[src/pkg/embp_pkg.sv]
package embp_pkg;
  // Reset vector location in program space.
  localparam logic [15:0] EMBP_VECTOR_LO_ADDR = 16'h0000;
  localparam logic [15:0] EMBP_VECTOR_HI_ADDR = 16'h0001;
  // Bus phase timing counts, in clock cycles.
  localparam int EMBP_ADDR_CYCLES = 1;
  localparam int EMBP_DATA_CYCLES = 2;
  // Reset values of the driven pins.
  localparam logic EMBP_STROBE_IDLE = 1'b1;
  localparam logic EMBP_DIR_IDLE = 1'b1;
  typedef enum logic [2:0] {
    embp_idle,
    embp_addr,
    embp_latch,
    embp_data,
    embp_end,
    embp_float
  } embp_state_type;
endpackage

[src/hdl/embp_port.sv]
`timescale 1ns/1ps
`default_nettype none
// Behaviour
// - One active-low address latch pulse opens every memory cycle.
// - High address, direction and space select are stable at the latch strobe rising edge.
// - Software float request tri-states both strobes, direction and both ports together.
// - Write data goes onto the multiplexed port on the same edge as the data strobe falls.
// - On-chip accesses keep the data strobe high for the whole cycle.
// - Direction line low only for external writes, high otherwise.
// - After reset, fetch vector from program 00h and 01h, start there.
// - Low address multiplexed with data on one port, high address on another.
module embp_port (
  // Clock and reset.
  input wire logic clock,
  input wire logic rst,
  input wire logic clock_en,
  // Core request side.
  input wire logic req_valid,
  input wire logic [15:0] req_addr,
  input wire logic req_write,
  input wire logic req_program,
  input wire logic req_internal,
  input wire logic [7:0] req_wdata,
  input wire logic float_request,
  output logic req_ready,
  output logic rsp_valid,
  output logic [7:0] rsp_rdata,
  output logic vector_valid,
  output logic [15:0] start_address,
  // Pins.
  output logic addr_latch_strobe_n,
  output logic addr_latch_strobe_oe_n,
  output logic data_strobe_n,
  output logic data_strobe_oe_n,
  output logic read_write,
  output logic read_write_oe_n,
  output logic program_data_sel,
  input wire logic [7:0] mux_addr_data_in,
  output logic [7:0] mux_addr_data_out,
  output logic mux_addr_data_oe_n,
  output logic [7:0] high_addr,
  output logic high_addr_oe_n,
  input wire logic external_wait,
  input wire logic external_bus_request,
  output logic external_bus_grant
);
  embp_pkg::embp_state_type state;
  embp_pkg::embp_state_type next_state;
  logic [1:0] count;
  logic [7:0] ad_sync1, ad_sync2;
  logic wait_sync1, wait_sync2, breq_sync1, breq_sync2;
  logic cyc_write, cyc_internal, boot_done, boot_hi;
  logic [15:0] cyc_addr;
  logic [7:0] cyc_wdata;
  // Core requests are frozen until the reset vector has been fetched.
  wire logic boot_active = !boot_done;
  wire logic want_float = float_request || breq_sync2;
  wire logic start_cycle = boot_active || req_valid;
  wire logic [15:0] start_addr = boot_active ? (boot_hi ? embp_pkg::EMBP_VECTOR_HI_ADDR :
    embp_pkg::EMBP_VECTOR_LO_ADDR) : req_addr;
  wire logic count_last = (count == 2'(embp_pkg::EMBP_DATA_CYCLES - 1));
  wire logic data_done = count_last && !(wait_sync2 && !cyc_internal);
  wire logic floated = (state == embp_pkg::embp_float);

  // ==========================================================
  // Pin synchronisers
  always_ff @(posedge clock or posedge rst) begin
    if (rst) begin
      ad_sync1 <= 8'h00;
      ad_sync2 <= 8'h00;
      wait_sync1 <= 1'b0;
      wait_sync2 <= 1'b0;
      breq_sync1 <= 1'b0;
      breq_sync2 <= 1'b0;
    end else if (clock_en) begin
      ad_sync1 <= mux_addr_data_in;
      ad_sync2 <= ad_sync1;
      wait_sync1 <= external_wait;
      wait_sync2 <= wait_sync1;
      breq_sync1 <= external_bus_request;
      breq_sync2 <= breq_sync1;
    end
  end

  // ==========================================================
  // Cycle sequencer
  always_comb begin
    next_state = state;
    case (state)
      embp_pkg::embp_idle: begin
        if (want_float) begin
          next_state = embp_pkg::embp_float;
        end else if (start_cycle) begin
          next_state = embp_pkg::embp_addr;
        end
      end
      embp_pkg::embp_addr: next_state = embp_pkg::embp_latch;
      embp_pkg::embp_latch: next_state = embp_pkg::embp_data;
      embp_pkg::embp_data: begin
        if (data_done) begin
          next_state = embp_pkg::embp_end;
        end
      end
      embp_pkg::embp_end: next_state = embp_pkg::embp_idle;
      embp_pkg::embp_float: begin
        if (!want_float) begin
          next_state = embp_pkg::embp_idle;
        end
      end
      default: next_state = embp_pkg::embp_idle;
    endcase
  end

  always_ff @(posedge clock or posedge rst) begin
    if (rst) begin
      state <= embp_pkg::embp_idle;
      count <= 2'b00;
      cyc_write <= 1'b0;
      cyc_internal <= 1'b0;
      cyc_addr <= 16'h0000;
      cyc_wdata <= 8'h00;
      program_data_sel <= 1'b1;
      boot_done <= 1'b0;
      boot_hi <= 1'b0;
      start_address <= 16'h0000;
      vector_valid <= 1'b0;
      rsp_valid <= 1'b0;
      rsp_rdata <= 8'h00;
      req_ready <= 1'b0;
    end else if (clock_en) begin
      state <= next_state;
      rsp_valid <= 1'b0;
      req_ready <= 1'b0;
      if (state == embp_pkg::embp_idle && next_state == embp_pkg::embp_addr) begin
        cyc_addr <= start_addr;
        cyc_write <= !boot_active && req_write;
        cyc_internal <= !boot_active && req_internal;
        cyc_wdata <= req_wdata;
        program_data_sel <= boot_active || req_program;
        req_ready <= !boot_active;
      end
      // The counter stops at its last value while the wait input stretches the cycle, so it cannot wrap.
      if (state != embp_pkg::embp_data || data_done) begin
        count <= 2'b00;
      end else if (!count_last) begin
        count <= 2'(count + 2'd1);
      end
      if (state == embp_pkg::embp_end) begin
        // The pin synchroniser is two deep, so the byte taken here stood on the bus one cycle before the strobe rose.
        // Memory must therefore drive read data from the cycle in which the strobe falls.
        if (boot_active) begin
          if (boot_hi) begin
            start_address[7:0] <= ad_sync2;
            boot_done <= 1'b1;
            vector_valid <= 1'b1;
          end else begin
            start_address[15:8] <= ad_sync2;
            boot_hi <= 1'b1;
          end
        end else begin
          rsp_valid <= 1'b1;
          rsp_rdata <= ad_sync2;
        end
      end
    end
  end

  // ==========================================================
  // Pin drivers
  always_ff @(posedge clock or posedge rst) begin
    if (rst) begin
      addr_latch_strobe_n <= embp_pkg::EMBP_STROBE_IDLE;
      data_strobe_n <= embp_pkg::EMBP_STROBE_IDLE;
      read_write <= embp_pkg::EMBP_DIR_IDLE;
      mux_addr_data_out <= 8'h00;
      mux_addr_data_oe_n <= 1'b1;
      high_addr <= 8'h00;
      addr_latch_strobe_oe_n <= 1'b0;
      data_strobe_oe_n <= 1'b0;
      read_write_oe_n <= 1'b0;
      high_addr_oe_n <= 1'b0;
      external_bus_grant <= 1'b0;
    end else if (clock_en) begin
      // All bus pins except the space select float as one group.
      addr_latch_strobe_oe_n <= next_state == embp_pkg::embp_float;
      data_strobe_oe_n <= next_state == embp_pkg::embp_float;
      read_write_oe_n <= next_state == embp_pkg::embp_float;
      high_addr_oe_n <= next_state == embp_pkg::embp_float;
      external_bus_grant <= floated && breq_sync2;
      addr_latch_strobe_n <= !(state == embp_pkg::embp_addr);
      if (state == embp_pkg::embp_addr) begin
        // Address and direction set up with the strobe low; high address and direction held past its rise.
        mux_addr_data_out <= cyc_addr[7:0];
        high_addr <= cyc_addr[15:8];
        mux_addr_data_oe_n <= 1'b0;
        read_write <= !(cyc_write && !cyc_internal);
      end else if (state == embp_pkg::embp_latch) begin
        mux_addr_data_out <= cyc_wdata;
        mux_addr_data_oe_n <= !cyc_write || cyc_internal;
        data_strobe_n <= cyc_internal;
      end else if (state == embp_pkg::embp_data && data_done) begin
        data_strobe_n <= 1'b1;
      end else if (state == embp_pkg::embp_end || floated) begin
        read_write <= embp_pkg::EMBP_DIR_IDLE;
        mux_addr_data_oe_n <= 1'b1;
      end
    end
  end

  // ==========================================================
  // Checks
  a_strobe_single_pulse: assert property (@(posedge clock) disable iff (rst)
    clock_en && !addr_latch_strobe_n |=> addr_latch_strobe_n || !clock_en)
    else $error("address latch strobe held low for more than one cycle");
  a_addr_stable_rise: assert property (@(posedge clock) disable iff (rst)
    clock_en && !addr_latch_strobe_n ##1 clock_en |-> $stable(high_addr) && $stable(read_write) &&
      $stable(program_data_sel))
    else $error("address or direction changed at latch strobe rise");
  a_float_group: assert property (@(posedge clock) disable iff (rst)
    addr_latch_strobe_oe_n == data_strobe_oe_n && data_strobe_oe_n == read_write_oe_n &&
      read_write_oe_n == high_addr_oe_n && (!addr_latch_strobe_oe_n || mux_addr_data_oe_n))
    else $error("bus pins not floated together");
  a_write_data_ready: assert property (@(posedge clock) disable iff (rst)
    $fell(data_strobe_n) && !read_write |-> !mux_addr_data_oe_n && mux_addr_data_out == cyc_wdata)
    else $error("write data not valid at data strobe fall");
  a_internal_no_ds: assert property (@(posedge clock) disable iff (rst)
    cyc_internal && state != embp_pkg::embp_idle && state != embp_pkg::embp_addr |-> data_strobe_n)
    else $error("data strobe active on internal access");
  a_dir_write_only: assert property (@(posedge clock) disable iff (rst)
    !read_write |-> cyc_write && !cyc_internal)
    else $error("direction low outside external write");
  a_boot_vector: assert property (@(posedge clock) disable iff (rst)
    !addr_latch_strobe_n && !boot_done |-> program_data_sel &&
      {high_addr, mux_addr_data_out} ==
      (boot_hi ? embp_pkg::EMBP_VECTOR_HI_ADDR : embp_pkg::EMBP_VECTOR_LO_ADDR))
    else $error("reset vector fetched from wrong address");
  a_grant_floated: assert property (@(posedge clock) disable iff (rst)
    external_bus_grant |-> addr_latch_strobe_oe_n && high_addr_oe_n)
    else $error("bus granted while still driving");
endmodule
`default_nettype wire

[config.mk]
export PLATFORM = sky130hd
export DESIGN_NAME = embp_port
export DESIGN_NICKNAME = d
export VERILOG_FILES = /design/src/pkg/embp_pkg.sv /design/src/hdl/embp_port.sv
export SDC_FILE = /design/constraint.sdc
export NUM_CORES = 1
export LEC_CHECK = 0
export BUFFER_PORTS_ARGS = -buffer_cell sky130_fd_sc_hd__buf_2
export CORE_MARGIN = 2
export CORE_UTILIZATION = 49
export DETAILED_ROUTE_END_ITERATION = 12
export GPL_TIMING_DRIVEN = 0
export PLACE_DENSITY = 0.83
export SYNTH_ARGS = -nofsm -noshare
export SYNTH_HDL_FRONTEND = slang
export SYNTH_SLANG_ARGS = --single-unit
[constraint.sdc]
create_clock -name clock -period 3.7 [get_ports clock]
set_clock_uncertainty 0.05 [all_clocks]
set_input_delay 0.925 -clock clock [delete_from_list [all_inputs] [get_ports clock]]
set_output_delay 0.925 -clock clock [all_outputs]
set_load 0.02 [all_outputs]
==> metrics.md <==
| Metric | Value |
|---|---|
| TritonCTS clock tree | done |
| PostCTS Resize Cnt | 0 |
| Max cap viols | 0 |
| HP Class | reg2reg |
| Die width | approximately 100 um |
| Main synth FF type | dfrtp_1 |
| Origin of the worst setup path | clock_en |
| Leak | 2.550 nW |
| Startpoint Class | input pin |
| DP Wirelength | 5894 um |
| IR drop worst, VDD | roughly 0.37 mV |
| Final setup viols | 0 |
| Synth Warn # | 0 |
| Top cell type's share of synthesized area | a little under three fifths |
| Min-Delay Startpoint | vector_valid |
| Vias in the first global route | 2810 |
| Mapped Nets | 373 |
| Synthesized instance count | 330 |
| Max clock buf depth | 2 |
| Status | complete, no violations |
| # nets final | approximately 480 |
| Root Driver | clkbuf_8 |
| DRC | 0 |
| Max FO, Critical Path | 10 |
| Post-synthesis register bit count | 103 |
| Total inserted antenna cells | 0 |
| Final WS setup | ~1.5 ns |
| Die height | roughly 98 um |
| Synth top cells by count | dfrtp_1 (98), mux2_2 (62), nand2_1 (36) |
| Max frequency | about 450 MHz |
| Setup CP Type | in2reg |
| RSZ-0062 raised after global routing | false |
| DR iter-0 viols | between 60 and 70 |
| Total track usage | 18.16% |
| Power per cell area | 707.8 nW/um^2 |
| Reg2Reg Launch Point | state[2] |
| Total routed wirelength | 8282 um |
| Final Critical Period | 2.202 ns |
| Slew headroom | ~58% |
| First-pass GRT wire length | roughly 14000 um |
| Insertion delay to the later sink of the worst-skew pair | approximately 0.36 ns |
| CTS Buf Count | 9 |
| Syn Area/Cell | about 13 sq um |
| Most common cell in the netlist | dfrtp_1 |
| Post CTS Setup Buffer Count | 0 |
| Number of synthesized flops with an enable pin | 0 |
| Drt via density | between 5 and 6 |
| Routed WL per cell | around 15 um |
| Distinct cell type count after synthesis | 38 |
| Clock Pin Slew Worst Setup and Hold Paths | 0.11 ns |
| CTS Hold Bufs | 0 |
| Initial Util | about half |
| Setup WS pre-CTS | 1.127 ns |
| Total number of vias | 2758 |
| Fin crit share | between 50 and 60% |
| Area grow syn2layout | 19.04% |
| Final total power | 3.610 mW |
| FP Rows | 34 |
| Grt ovf | 0 |
| Htree depth | 3 |
| Critical path endpoint category | flop |
| Core box area | 8593 sq um |
| Sequential share of the synthesized area | between 60% and 70% |
| Crit path arrival time | about 2.4 ns |
| Synth top area cells | dfrtp_1 (57%), mux2_2 (16%), mux2i_1 (5.8%) |
| Initial antenna violation count | 0 |
| Layout cells sized above 1 | approximately 45% |
| Largest net degree at the start of global routing | 54 |
| Io pins | 95 |
| DR pass1 iterations | 5 |
| Synthesized area | 4284 sq um |
| Worst-Margin Slew | around 0.62 ns |
| Final ANT Viol Nets | 0 |
| Fillers | 708 |
| Final hold vios | 0 |
| I/O Buffers | 93 |
| GP Congestion | a little under 0.8 |
| CTS Sinks | between 100 and 150 |
| Async S/R FF share, synth | between 90% and 100% |
| Final Max Tran Viols | 0 |
| Die ar. | about 9500 sq um |
| WP data required | roughly 4 ns |
| Synth area leader | dfrtp_1 |
-- cell type report --
class / count / area [sq um] / share of cell area (%)
inverter: 24 / 92.59 / 1.816
multi-input combinational: 183 / 1486 / 29.15
buffer: 20 / 123.9 / 2.429
timing repair buffer: 94 / 493.0 / 9.666
sequential: 103 / 2584 / 50.66
tap: 108 / 135.1 / 2.650
clock inverter: 7 / 61.31 / 1.202
clock buffer: 9 / 123.9 / 2.429
-- worst max-delay path, stage by stage --
cell	delay [ns]
buf_2	0.16
nor2b_1	0.26
o41ai_2	0.11
nor4_1	0.25
buf_6	0.21
buf_8	0.17
mux2_4	0.30
-- cells in the final DEF (no fill, tap or decap), drive strengths merged, types with 3 or more instances in the layout --
cell	instances
clkbuf	15
mux2i	25
nand2	36
a22o	3
inv	29
dfrtp	98
buf	108
nor2b	4
a21oi	7
nor2	8
o21ai	12
nand2b	3
dfstp	5
mux2	64
-- metal layers --
metal | vias up | global-route usage (%) | wire, um | part of all wire, %
li1 | 1329 | - | - | -
met1 | 1351 | 25.42 | 3937 | 48
met2 | 71 | 28.38 | 3788 | 46
met3 | 7 | 4.604 | 486 | 5.9
met4 | 0 | 5.128 | 70 | 0.85
met5 | - | 0 | 0 | 0
-- where the power goes --
part	leakage, nW	internal (mW)	switching (mW)	total, mW
clock network	0.0945	0.260	0.406	0.666
logic	1.21	0.557	0.696	1.25
registers	1.25	1.50	0.194	1.69
total	2.55	2.31	1.30	3.61
-- sequential cells by signal, summed over array words and instances, names as in the netlist, 2 cells and up --
signal and count:
start_address 16, high_addr 8, cyc_addr 16, ad_sync2 8, state 3, ad_sync1 8, count 2, cyc_wdata 8
rsp_rdata 8, mux_addr_data_out 8
-- worst paths after layout --
path,slack [ns],depth (start not counted),to
max,1.50,7,cyc_wdata[7]
min,0.42,1,vector_valid
max reg2reg,1.76,7,cyc_wdata[7]
min reg2reg,0.42,1,vector_valid
max in group asynchronous,2.28,3,data_strobe_n
min in group asynchronous,0.59,2,rsp_rdata[3]
-- cell families (layout without fill, tap and decap cells) --
logic type,Yosys count,in the layout,synth area share [%]
compound gates,29,29,4.586
xor+xnor,1,1,0.2045
fa+ha+maj,1,1,0.2920
buf+inv,44,154,4.994
flops,103,103,60.31
mux,89,89,22.84
simple gates,63,63,6.776
-- per-stage QoR --
stage	TNS [ns]	instances	util, %	cell area [sq um]	hold slack, ns
2_1_floorplan	0	330	-	4284	0.3998
3_3_place_gp	-93.39	531	56.84	4885	0.3966
3_5_place_dp	0	532	57.19	4915	0.4007
4_1_cts	0	548	59.35	5100	0.4305
5_1_grt	0	548	59.35	5100	0.4520
6_report	0	548	59.35	5100	0.4230
No activity file was read; power rests on OpenSTA's default activity.
